### config.mk
export PLATFORM = sky130hd
export DESIGN_NAME = host_mode_port
export DESIGN_NICKNAME = d
export VERILOG_FILES = /design/src/common/host_port_pkg.sv /design/src/design/host_mode_port.sv
export SDC_FILE = /design/constraint.sdc
export NUM_CORES = 1
export LEC_CHECK = 0
export ABC_AREA = 1
export BUFFER_PORTS_ARGS = -buffer_cell sky130_fd_sc_hd__buf_2
export CAP_MARGIN = 20
export CORE_MARGIN = 5
export CORE_UTILIZATION = 57
export DETAILED_ROUTE_END_ITERATION = 8
export PLACE_DENSITY = 0.86
export SLEW_MARGIN = 30
export SYNTH_ARGS = -nofsm -noshare
export SYNTH_HDL_FRONTEND = slang
export SYNTH_SLANG_ARGS = --single-unit
### constraint.sdc
create_clock -name i_core_clk -period 6 [get_ports i_core_clk]
set_clock_uncertainty 0.2 [all_clocks]
set_input_delay 0.3 -clock i_core_clk [delete_from_list [all_inputs] [get_ports i_core_clk]]
set_output_delay 0.3 -clock i_core_clk [all_outputs]
set_load 0.1 [all_outputs]
### src/common/host_port_pkg.sv
// Constants for the host mode and indirect access port
package host_port_pkg;
    localparam int unsigned ADDR_W = 10;
    localparam int unsigned DATA_W = 16;
    // Host-visible map; only the low ADDR_W bits reach the pins
    localparam logic [16:0] MODE_ADDR = 17'h08000;
    localparam logic [16:0] IADDR_ADDR = 17'h08002;
    localparam logic [16:0] IDATA_ADDR = 17'h08004;
    localparam logic [15:0] IADDR_RESET = 16'h0000;
    localparam logic [15:0] IDATA_RESET = 16'h0000;
    localparam logic [7:0] MODE_LOW_RESET = 8'h00;
    // Mode low byte bit positions
    localparam int unsigned MODE_SOFT_RESET_BIT = 7;
    localparam int unsigned MODE_SELFTEST_BIT = 5;
    localparam int unsigned MODE_ECHO_BLOCK_BIT = 4;
    localparam int unsigned MODE_PPPOE_BIT = 3;
    localparam int unsigned MODE_SWAP_BIT = 2;
    localparam int unsigned MODE_INDIRECT_BIT = 0;
    localparam logic [7:0] MODE_WRITABLE_MASK = 8'hbd;
    // Socket windows: base + stride * n + window offset
    localparam logic [9:0] SOCK_BASE = 10'h200;
    localparam logic [9:0] SOCK_TX_WIN = 10'h02e;
    localparam logic [9:0] SOCK_RX_WIN = 10'h030;
    localparam int unsigned SOCK_COUNT = 8;
    localparam int unsigned SOCK_SHIFT = 6;
    localparam logic [7:0] ICMP_PROTO = 8'h01;
    localparam logic [10:0] ECHO_MAX_LEN = 11'h077;
    // Soft reset hold time
    localparam int unsigned CLK_MHZ = 50;
    localparam int unsigned SOFT_RST_NS = 100;
    localparam int unsigned SOFT_RST_CYCLES =
        (SOFT_RST_NS * CLK_MHZ + 999) / 1000;
    localparam logic [7:0] SOFT_RST_CNT = 8'(SOFT_RST_CYCLES);

    typedef enum logic [1:0] {
        ACC_IDLE = 2'b00,
        ACC_READ = 2'b01,
        ACC_WRITE = 2'b10
    } acc_state_e;
endpackage : host_port_pkg

### src/design/host_mode_port.sv
// Host parallel port: mode low byte and indirect register access
`timescale 1ns/1ps
// Function
// - Soft reset bit resets device, self-clears
// - Selftest on: buffers allow reads and writes
// - Selftest off: tx write-only, rx read-only
// - Echo block bit stops automatic echo replies
// - Raw ICMP socket also suppresses echo reply
// - Automatic echo reply limited to 119 bytes
// - Bus swap exchanges bytes of all registers
// - Bus swap effective only on 16-bit bus
// - Addressing bit selects indirect or direct
// - Indirect mode maps only three registers
// - Address register holds offset, bit0 ignored
// - Data register reaches selected target bytes
// - Bus width latched from strap at reset
module host_mode_port
    import host_port_pkg::*;
(
    input wire logic i_core_clk,
    input wire logic i_rstn,
    input wire logic i_ce,
    input wire logic i_bus_width_strap,
    input wire logic i_cs_n,
    input wire logic i_rd_n,
    input wire logic i_wr_n,
    input wire logic [ADDR_W-1:0] i_host_addr,
    input wire logic [DATA_W-1:0] i_host_data,
    output logic [DATA_W-1:0] o_host_data,
    output logic o_host_data_oe,
    input wire logic [7:0] i_mode_high_byte,
    input wire logic i_fifo_byte_swap,
    output logic [ADDR_W-1:0] o_core_addr,
    output logic [DATA_W-1:0] o_core_wdata,
    output logic [1:0] o_core_be,
    output logic o_core_wr,
    output logic o_core_rd,
    input wire logic [DATA_W-1:0] i_core_rdata,
    input wire logic [SOCK_COUNT-1:0] i_socket_raw_ip_mode,
    input wire logic [SOCK_COUNT*8-1:0] i_socket_protocol_number,
    input wire logic [10:0] i_echo_req_len,
    output logic o_echo_reply_en,
    output logic o_soft_reset,
    output logic o_bus_width_flag,
    output logic o_pppoe_mode,
    output logic o_mem_selftest_bit
);
    logic [2:0] strb_s1_q, strb_s2_q, strb_q;
    logic [ADDR_W-1:0] addr_s1_q, addr_s2_q;
    logic [DATA_W-1:0] data_s1_q, data_s2_q;
    logic [7:0] mode_low_q;
    logic [15:0] indirect_address_q, indirect_data_q;
    logic [7:0] srst_cnt_q;
    logic width_taken_q, strap_s1_q, strap_s2_q;
    logic [1:0] width_wait_q;
    acc_state_e acc_q;
    logic rd_act, wr_act, rd_start, wr_end, srst, rd_go, wr_go;
    logic mode_hit, iaddr_hit, idata_hit, core_hit, indirect_mode;
    logic wide_bus, swap_all, swap_lane, tx_win, rx_win, buf_block;
    logic [ADDR_W-1:0] tgt_addr, win_off;
    logic [DATA_W-1:0] wdata, rdata_mux, rdata_raw;
    logic [1:0] be;
    logic [SOCK_COUNT-1:0] icmp_raw;

    // Pins come from the host's timing domain
    always_ff @(posedge i_core_clk or negedge i_rstn)
    begin
        if (!i_rstn)
        begin
            strb_s1_q <= 3'h7;
            strb_s2_q <= 3'h7;
            strb_q <= 3'h7;
            addr_s1_q <= '0;
            addr_s2_q <= '0;
            data_s1_q <= '0;
            data_s2_q <= '0;
        end
        else if (i_ce)
        begin
            strb_s1_q <= {i_cs_n, i_rd_n, i_wr_n};
            strb_s2_q <= strb_s1_q;
            strb_q <= strb_s2_q;
            addr_s1_q <= i_host_addr;
            addr_s2_q <= addr_s1_q;
            data_s1_q <= i_host_data;
            data_s2_q <= data_s1_q;
        end
    end

    assign rd_act = !strb_s2_q[2] && !strb_s2_q[1];
    assign wr_act = !strb_s2_q[2] && !strb_s2_q[0];
    assign rd_start = rd_act && !(!strb_q[2] && !strb_q[1]);
    // Data is taken at the trailing edge so it has settled on the bus
    assign wr_end = !wr_act && !strb_q[2] && !strb_q[0];

    // Strap is a pin: synchronised, then taken once the pipe has filled
    always_ff @(posedge i_core_clk or negedge i_rstn)
    begin
        if (!i_rstn)
        begin
            strap_s1_q <= 1'b0;
            strap_s2_q <= 1'b0;
            width_wait_q <= 2'b00;
            width_taken_q <= 1'b0;
            o_bus_width_flag <= 1'b0;
        end
        else if (i_ce)
        begin
            strap_s1_q <= i_bus_width_strap;
            strap_s2_q <= strap_s1_q;
            width_wait_q <= {width_wait_q[0], 1'b1};
            if (width_wait_q[1] && !width_taken_q)
            begin
                width_taken_q <= 1'b1;
                o_bus_width_flag <= strap_s2_q;
            end
        end
    end

    assign wide_bus = o_bus_width_flag;
    assign indirect_mode = mode_low_q[MODE_INDIRECT_BIT];
    assign mode_hit = addr_s2_q[ADDR_W-1:1] == MODE_ADDR[ADDR_W-1:1];
    assign iaddr_hit = indirect_mode &&
        addr_s2_q[ADDR_W-1:1] == IADDR_ADDR[ADDR_W-1:1];
    assign idata_hit = indirect_mode &&
        addr_s2_q[ADDR_W-1:1] == IDATA_ADDR[ADDR_W-1:1];
    // Outside the three mapped words nothing is reached indirectly
    assign core_hit = indirect_mode ? idata_hit : !mode_hit;
    assign tgt_addr = indirect_mode ?
        {indirect_address_q[ADDR_W-1:1], 1'b0} :
        {addr_s2_q[ADDR_W-1:1], 1'b0};
    assign win_off = tgt_addr - SOCK_BASE;
    assign tx_win = tgt_addr >= SOCK_BASE &&
        (win_off & 10'h03f) == SOCK_TX_WIN;
    assign rx_win = tgt_addr >= SOCK_BASE &&
        (win_off & 10'h03f) == SOCK_RX_WIN;
    // Without selftest each buffer only moves in its own direction
    assign buf_block = !mode_low_q[MODE_SELFTEST_BIT] &&
        ((tx_win && rd_act) ||
         (rx_win && acc_q == ACC_WRITE));
    assign swap_all = mode_low_q[MODE_SWAP_BIT] && wide_bus;
    assign swap_lane = swap_all ^
        (i_fifo_byte_swap && (tx_win || rx_win) && core_hit);
    // 8-bit bus: even address is the high byte, odd the low byte
    assign be = wide_bus ? 2'b11 :
        (addr_s2_q[0] ? 2'b01 : 2'b10);
    assign wdata = !wide_bus ? {data_s2_q[7:0], data_s2_q[7:0]} :
        (swap_lane ? {data_s2_q[7:0], data_s2_q[15:8]} : data_s2_q);

    always_ff @(posedge i_core_clk or negedge i_rstn)
    begin
        if (!i_rstn)
            acc_q <= ACC_IDLE;
        else if (i_ce)
        begin
            case (acc_q)
                ACC_IDLE: acc_q <= rd_start ? ACC_READ :
                    (wr_act ? ACC_WRITE : ACC_IDLE);
                ACC_READ: acc_q <= rd_act ? ACC_READ : ACC_IDLE;
                ACC_WRITE: acc_q <= wr_end ? ACC_IDLE : ACC_WRITE;
                default: acc_q <= ACC_IDLE;
            endcase
        end
    end

    assign rd_go = rd_start && core_hit && !buf_block && !srst;
    assign wr_go = acc_q == ACC_WRITE && wr_end && core_hit &&
        !buf_block && !srst;

    // One core strobe per host access so side effects happen once
    always_ff @(posedge i_core_clk or negedge i_rstn)
    begin
        if (!i_rstn)
        begin
            o_core_rd <= 1'b0;
            o_core_wr <= 1'b0;
            o_core_addr <= '0;
            o_core_wdata <= '0;
            o_core_be <= 2'b00;
        end
        else if (i_ce)
        begin
            o_core_rd <= rd_go;
            o_core_wr <= wr_go;
            // Target lines stand from the strobe until the next access
            if (rd_go || wr_go)
            begin
                o_core_addr <= tgt_addr;
                o_core_be <= be;
            end
            if (wr_go)
                o_core_wdata <= wdata;
        end
    end

    assign srst = srst_cnt_q != 8'h00;

    always_ff @(posedge i_core_clk or negedge i_rstn)
    begin
        if (!i_rstn)
            srst_cnt_q <= 8'h00;
        else if (i_ce)
        begin
            if (srst)
                srst_cnt_q <= srst_cnt_q - 8'h01;
            else if (acc_q == ACC_WRITE && wr_end && mode_hit && be[0] &&
                     wdata[MODE_SOFT_RESET_BIT])
                srst_cnt_q <= SOFT_RST_CNT;
        end
    end

    always_ff @(posedge i_core_clk or negedge i_rstn)
    begin
        if (!i_rstn)
        begin
            mode_low_q <= MODE_LOW_RESET;
            indirect_address_q <= IADDR_RESET;
            indirect_data_q <= IDATA_RESET;
        end
        else if (i_ce)
        begin
            if (srst)
            begin
                mode_low_q <= MODE_LOW_RESET;
                indirect_address_q <= IADDR_RESET;
                indirect_data_q <= IDATA_RESET;
            end
            else if (acc_q == ACC_WRITE && wr_end)
            begin
                if (mode_hit && be[0])
                    // Bit 7 stands until the soft reset clears it
                    mode_low_q <= wdata[7:0] & MODE_WRITABLE_MASK;
                if (iaddr_hit && be[1])
                    indirect_address_q[15:8] <= wdata[15:8];
                if (iaddr_hit && be[0])
                    indirect_address_q[7:0] <= wdata[7:0];
                if (idata_hit && be[1])
                    indirect_data_q[15:8] <= wdata[15:8];
                if (idata_hit && be[0])
                    indirect_data_q[7:0] <= wdata[7:0];
            end
            else if (o_core_rd && indirect_mode)
                indirect_data_q <= i_core_rdata;
        end
    end

    always_comb
    begin
        if (mode_hit)
            rdata_raw = {i_mode_high_byte, mode_low_q};
        else if (iaddr_hit)
            rdata_raw = indirect_address_q;
        else if (core_hit && !buf_block)
            rdata_raw = i_core_rdata;
        else
            rdata_raw = 16'h0000;
    end

    // Swap covers every register, as the write path already does
    assign rdata_mux = swap_lane ?
        {rdata_raw[7:0], rdata_raw[15:8]} : rdata_raw;

    // Read data is registered one cycle after the core strobe
    always_ff @(posedge i_core_clk or negedge i_rstn)
    begin
        if (!i_rstn)
        begin
            o_host_data <= '0;
            o_host_data_oe <= 1'b0;
        end
        else if (i_ce)
        begin
            o_host_data_oe <= rd_act;
            if (acc_q == ACC_READ && rd_act)
                o_host_data <= !wide_bus ? (addr_s2_q[0] ?
                    {8'h00, rdata_mux[7:0]} :
                    {8'h00, rdata_mux[15:8]}) : rdata_mux;
        end
    end

    generate
        for (genvar s = 0; s < SOCK_COUNT; s++)
        begin : g_icmp
            assign icmp_raw[s] = i_socket_raw_ip_mode[s] &&
                i_socket_protocol_number[s*8 +: 8] == ICMP_PROTO;
        end
    endgenerate

    always_ff @(posedge i_core_clk or negedge i_rstn)
    begin
        if (!i_rstn)
            o_echo_reply_en <= 1'b0;
        else if (i_ce)
            o_echo_reply_en <= !mode_low_q[MODE_ECHO_BLOCK_BIT] &&
                !(|icmp_raw) &&
                i_echo_req_len <= ECHO_MAX_LEN;
    end

    assign o_soft_reset = srst;
    assign o_pppoe_mode = mode_low_q[MODE_PPPOE_BIT];
    assign o_mem_selftest_bit = mode_low_q[MODE_SELFTEST_BIT];
endmodule : host_mode_port

Word level (Yosys, flattened, before mapping):

Cells that the tools add are included.

* $add $sub $neg: 2
* $lt $le $gt $ge: 2
* equal/unequal tests: 14
* multiplexer cells: 26
* bitwise logic cells: 1
* reduce and logical (&&, ||, !) cells: 77

Operators with widths (number)
* $mux 16: 9
* $eq 8x1->1 const B: 8
* $mux 8: 8
* $logic_and 1x1->1: 42
* $logic_not 1->1: 15
* $eq 6x6->1 const B: 2
* $le 11x7->1 const B: 1
* $ge 10x10->1 const B: 1
* $mux 10: 1
* $mux 2: 5
* $reduce_and 2->1: 5
* $reduce_bool 2->1: 5
* $eq 9x1->1 const B: 1
* $eq 9x2->1 const B: 1
* $logic_not 9->1: 1
* $reduce_and 3->1: 3
* $reduce_bool 8->1: 1
* $reduce_or 8->1: 1
* $sub 8x1->8 const B: 1
* $pmux 2 s3: 1
* $sub 6x1->6 const B: 1
* $logic_or 1x1->1: 3
* $eq 2x1->1 const B: 1
* $eq 2x2->1 const B: 1
* other kinds (3): 4

* register bits: 149
* input bits: 141
* output and inout port bits: 52
* word-level logic and storage cells: 147

Longest topological paths before layout:

Gate-level depths: netlist of run 1.

* depth after elaboration: 15
* depth in mapped cells: 17
* gate-level depth less buffers: 16

Least setup slack after synthesis of run 1:

OpenSTA, ideal clock, no wires.

* kind: reg2reg
* start point: register srst_cnt_q[0]
* end point: register o_core_wdata[10]
* library setup time: 129 ps
* arrival: 2799 ps
* required time: 5671 ps
* slack: 2872 ps
* cell stages (with the launch flop): 11
* path buffers: 1
* clock period less this slack: 3128 ps
* path through: dfrtp_1 inv_1 ha_1 nand2_1 nor3_2 nand3b_1 nor3_4 inv_2 buf_4 nand2_1 o21ai_0

* word-level cells in the longest chain between the ends: 4

RTL lines
* from (decl): line host_mode_port.sv:53 `logic [7:0] srst_cnt_q;`
* from (signal assigned): line host_mode_port.sv:205 `srst_cnt_q <= srst_cnt_q - 8'h01;`
* $reduce_bool 8->1: line host_mode_port.sv:196 `assign srst = srst_cnt_q != 8'h00;`
* named net o_soft_reset: line host_mode_port.sv:43 `output logic o_soft_reset,`
* $logic_not 1->1: line host_mode_port.sv:168 `!buf_block && !srst;`
* $logic_and 1x1->1: line host_mode_port.sv:168
* $reduce_and 2->1 (no source line)
* to (signal assigned): line host_mode_port.sv:192 `o_core_wdata <= wdata;`
* to (decl): line host_mode_port.sv:34 `output logic [DATA_W-1:0] o_core_wdata,`

The timed path passes the listed nets, and every way through them passes these cells.
A chain may end at the register's enable or synchronous reset.

Final worst setup path of run 1:

* start point: register addr_s2_q[7]
* end point: register srst_cnt_q[5]

* word-level cells in the longest chain between the ends: 12
* elaborated cells on any way between the ends: 20
* those cells by class: order compare: 1; eq/ne: 1; mux: 4; bitwise: 1; reduce/logical: 13

RTL lines
* from (decl): line host_mode_port.sv:49 `logic [ADDR_W-1:0] addr_s1_q, addr_s2_q;`
* from (signal assigned): line host_mode_port.sv:84 `addr_s2_q <= addr_s1_q;`
* $mux 10: line host_mode_port.sv:129 `assign tgt_addr = indirect_mode ?`
* $ge 10x10->1: line host_mode_port.sv:133, host_mode_port.sv:135
* $logic_and 1x1->1 (on tied branches): line host_mode_port.sv:133, host_mode_port.sv:135
* $logic_or 1x1->1: line host_mode_port.sv:143 `(i_fifo_byte_swap && (tx_win || rx_win) && core_hit);`
* $logic_and 1x1->1 (2 in series): line host_mode_port.sv:143
* $xor 1x1->1: line host_mode_port.sv:142 `assign swap_lane = swap_all ^`
* $mux 16: line host_mode_port.sv:148 `(swap_lane ? {data_s2_q[7:0], data_s2_q[15:8]} : data_s2_q);`
* $mux 16: line host_mode_port.sv:147 `assign wdata = !wide_bus ? {data_s2_q[7:0], data_s2_q[7:0]} :`
* $logic_and 1x1->1 *: line host_mode_port.sv:206 `else if (acc_q == ACC_WRITE && wr_end && mode_hit && be[0] &&`
* $reduce_bool 2->1 (no source line) *
* $reduce_and 2->1 (no source line) *

Every way passes the cells marked *; elsewhere a longest branch is shown, timed or not.

==> metrics.cfg, run 1 <==
[run_status]
status = finished with violations
failed_checks = negative hold slack

[layout]
drive_above_1_share_pct = 22.7
antenna_cells = 0
final_cell_mix = 399 x nand2_1, 187 x buf_2, 137 x dfrtp_1, 104 x nand3_1, 53 x inv_1
stdcell_area_um2 = 9090
mostFrequentLayoutCell = nand2_1
regArea_um2 = 3660
nets = 1282
multi_input_area_um2 = 3100
fin_cells = 1325
fill_cells = 953
area_delta_synth_final_pct = 26.5
final_util_pct = 72.9

[global_routing]
grt_pass1_wl_mm = 32.6
grt_max_degree = 94
grt_pass1_vias = 6739
antenna_found_initial = 0
grt_use_total_pct = 27.9
grt-ovfl-total = 0

[clock_network]
clockRootBuffer = clkbuf_16
path_clk_slew_ps = 60
cts_inserted_buffers = 17
htree_levels = 4
cts_tree = yes
clk_latency_ps = 430
cts.sinks = 146
cts_setup_buffers = 0
hold_buffers = 31
clockBufferDepth = 2
post_cts_resized = 0

[floorplan]
core_um2 = 12500
die_h_um = 122
rows = 41
top_level_ports = 193
die-area_um2 = 14900
fp.dieW_um = 122
initial_core_util_pct = 57.6

[drt]
drcViolationCount = 0
num_vias = 7139
totalWireLength_mm = 20.3
drtIter0Drc = 756
final_antenna_net_count = 0
dr.pass1.iters = 6
vias_per_cell = 5.39
wl_per_cell_um = 15.3

[setup_path]
required_ps = 6110
startpoint = addr_s2_q[7]
ff2ff_path_depth = 12
crit_end = srst_cnt_q[5]
r2r_slack_ps = 2620
crit_fanout = 20
r2r-end = srst_cnt_q[5]
arrival_ps = 3490
startpoint_type = flip-flop
endpoint_kind = flip-flop
rr_startpoint = addr_s2_q[7]
worstSetupPathType = reg -> reg

[logic_synthesis]
synthesis.area_um2 = 7180
syn-instance-count = 937
ys_ff_latch = 146
syn-num-nets = 1079
synth-warning-count = 0
yosysSeqAreaShare_pct = 51.0
syn_avg_cell_area_um2 = 7.66
synth_cell_types = 38

[placed_design]
io_buffer_count = 188
place_congestion = 0.895
hpwl_mm = 13.8
place_inst = 1262
dpl_worst_slack_ps = 2710
placed_cell_area_um2 = 8190

[timing]
slew_violations = 0
layout_setup_ws_ps = 2620
fin_crit_sh_pct = 56.3
post-route-min-period_ps = 3380
hold_slack_ps = -0.694
tightestPinTransition_ps = 924
max_slew_margin_pct = 38.4
finalHoldViolCount = 1
grt_setup_unrepaired = false
tns_ps = 0
fmax_ghz = 0.296
finalSetupViolCount = 0

[pwr]
p_leak_nw = 4.94
power_density_nw_per_um2 = 425
vdd_ir_drop_max_mv = 0.227

[hold_path]
hold_path_class = in -> reg

[job]
maxCapViolCount = 0

## per-stage QoR
| stage | power (mW) | hold WS [ps] |
|---|---|---|
| after floorplan | 2.49 | -196 |
| after global placement | 2.76 | 201 |
| after detailed placement | 2.79 | 198 |
| after CTS | 3.86 | 1.33 |
| after global routing | 4.03 | 49.7 |
| final | 3.86 | -0.694 |
## how the worst min path moves through the flow
stage	start	endpoint	slack, ps	depth (start not counted)
after floorplan	i_rstn	acc_q[0]	-200	0
after global placement	i_rstn	o_core_addr[3]	200	1
after detailed placement	i_rstn	o_core_addr[3]	200	1
after CTS	i_socket_raw_ip_mode[6]	o_echo_reply_en	1	4
after global routing	i_socket_protocol_number[33]	o_echo_reply_en	50	5
final	i_socket_raw_ip_mode[6]	o_echo_reply_en	-0.7	4
## worst max-delay path, stage by stage, from the launching register on
cell and delay [ps]:
dfrtp_1 400, nor2_1 120, nand2_1 120, inv_1 120
nand3_1 90, a21oi_2 750, nand4_1 300, nand2_4 320
nand2_4 190, nand2_1 150, nand3_1 240, nand3_1 180
nand2_1 70
## per-layer routing
layer	up-vias	part of all wire (%)	routed length, um	track usage [%]
met4	0	3.4	691	12.5
met1	3305	42	8470	38.8
li1	3422	-	-	-
met2	351	46	9330	42.2
met3	61	9.0	1820	6.22
met5	-	0	0	0
## final cells by class
class / count / area share (%)
Sequential cell: 146 / 40.3
Multi-Input combinational cell: 692 / 34.1
Timing Repair Buffer: 225 / 14.3
Clock buffer: 20 / 5.03
Inverter: 58 / 2.40
Tap cell: 172 / 2.37
Clock inverter: 12 / 1.47
## flip-flops by register name, indices dropped and copies added (netlist names), 9 cells and up
| register | count |
|---|---|
| data_s2_q | 16 |
| o_core_wdata | 16 |
| indirect_address_q | 16 |
| addr_s2_q | 10 |
| data_s1_q | 16 |
| o_host_data | 16 |
| addr_s1_q | 10 |
| o_core_addr | 9 |
## logic make-up (layout without fill, tap and decap cells)
family | Yosys count | count (layout) | share of synthesized area [%]
AND/OR/NAND/NOR | 605 | 605 | 35.9
other | 1 | 1 | 0.0522
adder cells (fa/ha/maj) | 1 | 1 | 0.174
XOR/XNOR | 6 | 6 | 0.732
buffers and inverters | 99 | 315 | 5.85
flip-flops | 146 | 146 | 51.0
multiplexers | 2 | 2 | 0.279
AO/OA/AOI/OAI | 77 | 77 | 5.96
## power by group
part           leakage (nW)  internal (mW)  switching, mW
combinational          2.80          0.300           1.21
sequential             1.87           1.17          0.128
clock                 0.274          0.633          0.416
## Yosys cell counts, drive strengths merged
| master | number | area share, % |
|---|---|---|
| dfstp | 9 | 3.3 |
| nand4 | 23 | 2.0 |
| nor2 | 46 | 2.5 |
| nand2 | 408 | 22 |
| a22o | 1 | 0.12 |
| xor2 | 5 | 0.61 |
| o31ai | 1 | 0.10 |
| o211ai | 1 | 0.10 |
| nand3 | 104 | 7.2 |
| a21oi | 5 | 0.51 |
| or2 | 2 | 0.17 |
| clkinv | 2 | 0.10 |
| nor3 | 7 | 0.78 |
| clkbuf | 20 | 1.0 |
| nand3b | 1 | 0.10 |
| inv | 56 | 2.9 |
| nor4 | 12 | 1.0 |
| dfrtp | 137 | 48 |
| o21ai | 69 | 5.1 |
| and3 | 2 | 0.17 |
| xnor2 | 1 | 0.12 |
| conb | 1 | 0.052 |
| mux2i | 2 | 0.28 |
| ha | 1 | 0.17 |
| buf | 21 | 1.8 |
No activity file was read; power rests on OpenSTA's default activity.
==> run 2, diff against run 1 <==
--- a/config.mk
+++ b/config.mk
@@ -9,9 +9,9 @@
 export BUFFER_PORTS_ARGS = -buffer_cell sky130_fd_sc_hd__buf_2
 export CAP_MARGIN = 20
 export CORE_MARGIN = 5
-export CORE_UTILIZATION = 57
+export CORE_UTILIZATION = 48
 export DETAILED_ROUTE_END_ITERATION = 8
-export PLACE_DENSITY = 0.86
+export PLACE_DENSITY = 0.77
 export SLEW_MARGIN = 30
 export SYNTH_ARGS = -nofsm -noshare
 export SYNTH_HDL_FRONTEND = slang
==> constraint.sdc (replaced) <==
create_clock -name i_core_clk -period 2.9 [get_ports i_core_clk]
set_clock_uncertainty 0.2 [all_clocks]
set_input_delay 0.145 -clock i_core_clk [delete_from_list [all_inputs] [get_ports i_core_clk]]
set_output_delay 0.145 -clock i_core_clk [all_outputs]
set_load 0.1 [all_outputs]
==> run 2 against run 1 <==
  * The flow now finishes without violations
  * Fmax increased by 24%
  * Flip-flop and latch count unchanged
  * Sequential share of layout area is 1.3 points lower
  * Critical path type unchanged
  * Largest power group unchanged
==> metrics.cfg, run 2 (synthesis gave the netlist of run 1 again) <==
[layout]
final_cell_mix = 398 x nand2_1, 187 x buf_2, 136 x dfrtp_1, 94 x nand3_1, 51 x inv_1
drive_above_1_share_pct = 24.4  ; +1.7 points
antenna_cells = 0  ; unchanged
final_util_pct = 64.3  ; -8.6 points
area_delta_synth_final_pct = 30.7
mostFrequentLayoutCell = nand2_1
nets = 1304  ; +1.7%
fin_cells = 1359  ; +2.6%

[setup_path]
crit_chain = nand2_1 > o21ai_0 > nor2_2 > nand3_1 > nand2_1 > nand2_2 > buf_4 > nand3_1 > nand3_1 > dlygate4sd3_1 > nand2_1 > nand3_1 > nand3_1 > nand2_1
cp.depth = 14  ; +2
required_ps = 3010  ; -3100 ps
path_common_cell = nand3_1
r2r_slack_ps = 190  ; -2440 ps
worstSetupPathType = reg -> reg
max_stage_delay_ps = 590  ; -160 ps
endpoint_kind = flip-flop
r2r-end = o_host_data[1]
crit_fanout = 16  ; -20%
ff2ff_path_depth = 14  ; +2
startpoint_type = flip-flop
arrival_ps = 2820  ; -670 ps
crit_buf_inv = 2  ; +1
rr_startpoint = mode_low_q[0]
cpLargestDelayFamily = simple AND/OR/NAND/NOR gates
cp_slowest_cell = dlygate4sd3_1

[timing]
grt_setup_unrepaired = true
max_slew_margin_pct = 52.2  ; +14 points
fin_crit_sh_pct = 93.6  ; +37 points
fmax_ghz = 0.369  ; +24%
finalSetupViolCount = 0  ; unchanged
slew_violations = 0  ; unchanged
finalHoldViolCount = 0  ; -1
tightestPinTransition_ps = 717  ; -207 ps
post-route-min-period_ps = 2710  ; -662 ps

[hold_path]
hold_path_class = in -> reg
min-delay-start = i_core_rdata[10]
hold_depth = 7  ; +3
holdPathEnd = o_host_data[10]

[floorplan]
die-area_um2 = 17500  ; +17%
die_h_um = 132  ; +8.2%
fp.dieW_um = 132  ; +8.2%
core_um2 = 14600  ; +17%
rows = 44  ; +7.3%
top_level_ports = 193  ; unchanged
initial_core_util_pct = 49.2  ; -8.4 points

[global_routing]
antenna_found_initial = 0  ; unchanged
grt_pass1_vias = 6717  ; -0.33%
grt-ovfl-total = 0  ; unchanged
grt_max_degree = 84  ; -11%
grt_pass1_wl_mm = 33.4  ; +2.5%
grt_use_total_pct = 23.2  ; -4.7 points

[pwr]
p_leak_nw = 5.04  ; +1.9%
p_sw_share_pct = 45.3  ; -0.17 points
seqPwrFrac_pct = 33.5  ; -0.2 points
vdd_ir_drop_max_mv = 0.582  ; +160%
p_int_mw = 4.39  ; +110%
power_density_nw_per_um2 = 855  ; +100%
pwr-share-clk_pct = 26.4  ; -0.8 points
switchingPower_mw = 3.64  ; +110%
pwr-share-comb_pct = 40.2  ; +1.0 points
total_power_mw = 8.03  ; +110%

[drt]
drcViolationCount = 0  ; unchanged
wl_per_cell_um = 14.7  ; -3.9%
final_antenna_net_count = 0  ; unchanged
totalWireLength_mm = 20.0  ; -1.4%
dr.pass1.iters = 7  ; +1
vias_per_cell = 5.09  ; -5.6%
drtIter0Drc = 412  ; -46%
num_vias = 6914  ; -3.2%

[clock_network]
clk_latency_ps = 420  ; about the same
htree_levels = 4  ; unchanged
path_clk_slew_ps = 60  ; about the same
cts_tree = yes
cts_inserted_buffers = 17  ; unchanged
cts.sinks = 146  ; unchanged
clockRootBuffer = clkbuf_16
clockBufferDepth = 2  ; unchanged
cts_setup_buffers = 0  ; unchanged

[placed_design]
io_buffer_count = 188  ; unchanged
place_inst = 1285  ; +1.8%
place_congestion = 0.961  ; +7.4%
hpwl_mm = 14.6  ; +5.9%

[run_status]
status = finished, final reports clean

[job]
maxCapViolCount = 0  ; unchanged

==> run 2: cell types whose count changed in the layout (fill, tap and decap cells not counted), moves of 3 or more <==
cell and change:
nor2_1 -3, buf_4 +9, nand3_1 -10, nor2_2 +3, dlygate4sd3_1 +11, clkbuf_1 +4
o21ai_1 +11, o21ai_0 -11, nand3_2 +10
==> run 2: worst max path at each step <==
stage / from / endpoint / slack [ps]
final: mode_low_q[0] / o_host_data[1] / 190
after detailed placement: addr_s2_q[3] / o_core_addr[8] / 240
after floorplan: srst_cnt_q[0] / o_core_wdata[14] / -190
after CTS: addr_s2_q[3] / o_core_addr[1] / 140
after global placement: addr_s2_q[3] / o_core_addr[8] / 290
after global routing: mode_low_q[0] / o_host_data[1] / -2
==> run 2: layout make-up <==
class	instances	area, um2
clock inverter	9	108
clock buffer	23	458
tap	184	230
fill	1220	5200
inverter	58	223
multi-input combinational	692	3190
timing repair buffer	247	1510
sequential	146	3670
==> run 2: per-layer routing <==
layer  GRT usage [%]  wire length, um
met1            33.4             9060
met3            5.27             1400
met2            35.3             9170
met4            6.79              394
met5               0                0
==> run 2: worst reg2reg max path, cell delays in order, from the launching register on <==
cell	delay, ps
dfrtp_2	460
nand2_1	80
o21ai_0	160
nor2_2	210
nand3_1	100
nand2_1	100
nand2_2	60
buf_4	190
nand3_1	90
nand3_1	100
dlygate4sd3_1	590
nand2_1	90
nand3_1	70
nand3_1	70
nand2_1	50
==> run 2: power groups by stage <==
stage | registers (mW) | clock network (mW) | logic, mW
3_5_place_dp | 2.71 | 0 | 3.16
5_1_grt | 2.74 | 2.24 | 3.44
6_report | 2.69 | 2.12 | 3.22
4_1_cts | 2.68 | 2.13 | 3.22
2_1_floorplan | 4.19 | 0 | 1.03
3_3_place_gp | 2.70 | 0 | 3.12
==> run 2: timing repair <==
| item | CTS | global route |
|---|---|---|
| hold endpoints to repair | 182 | 0 |
| resized for setup | 0 | 7 |
| hold buffers | 42 | 0 |
| endpoints found under the setup margin | 0 | 11 |
==> run 2: per-stage QoR <==
step / setup WS (ps) / TNS [ps] / hold WS, ps / area [um2]
2_1_floorplan: -187 / -5390 / -351 / 7280
3_3_place_gp: 293 / 0 / -72.2 / 8370
3_5_place_dp: 241 / 0 / -70.8 / 8370
4_1_cts: 136 / 0 / 0.657 / 9360
5_1_grt: -2.28 / -2.28 / 28.3 / 9390
6_report: 187 / 0 / 10.3 / 9390
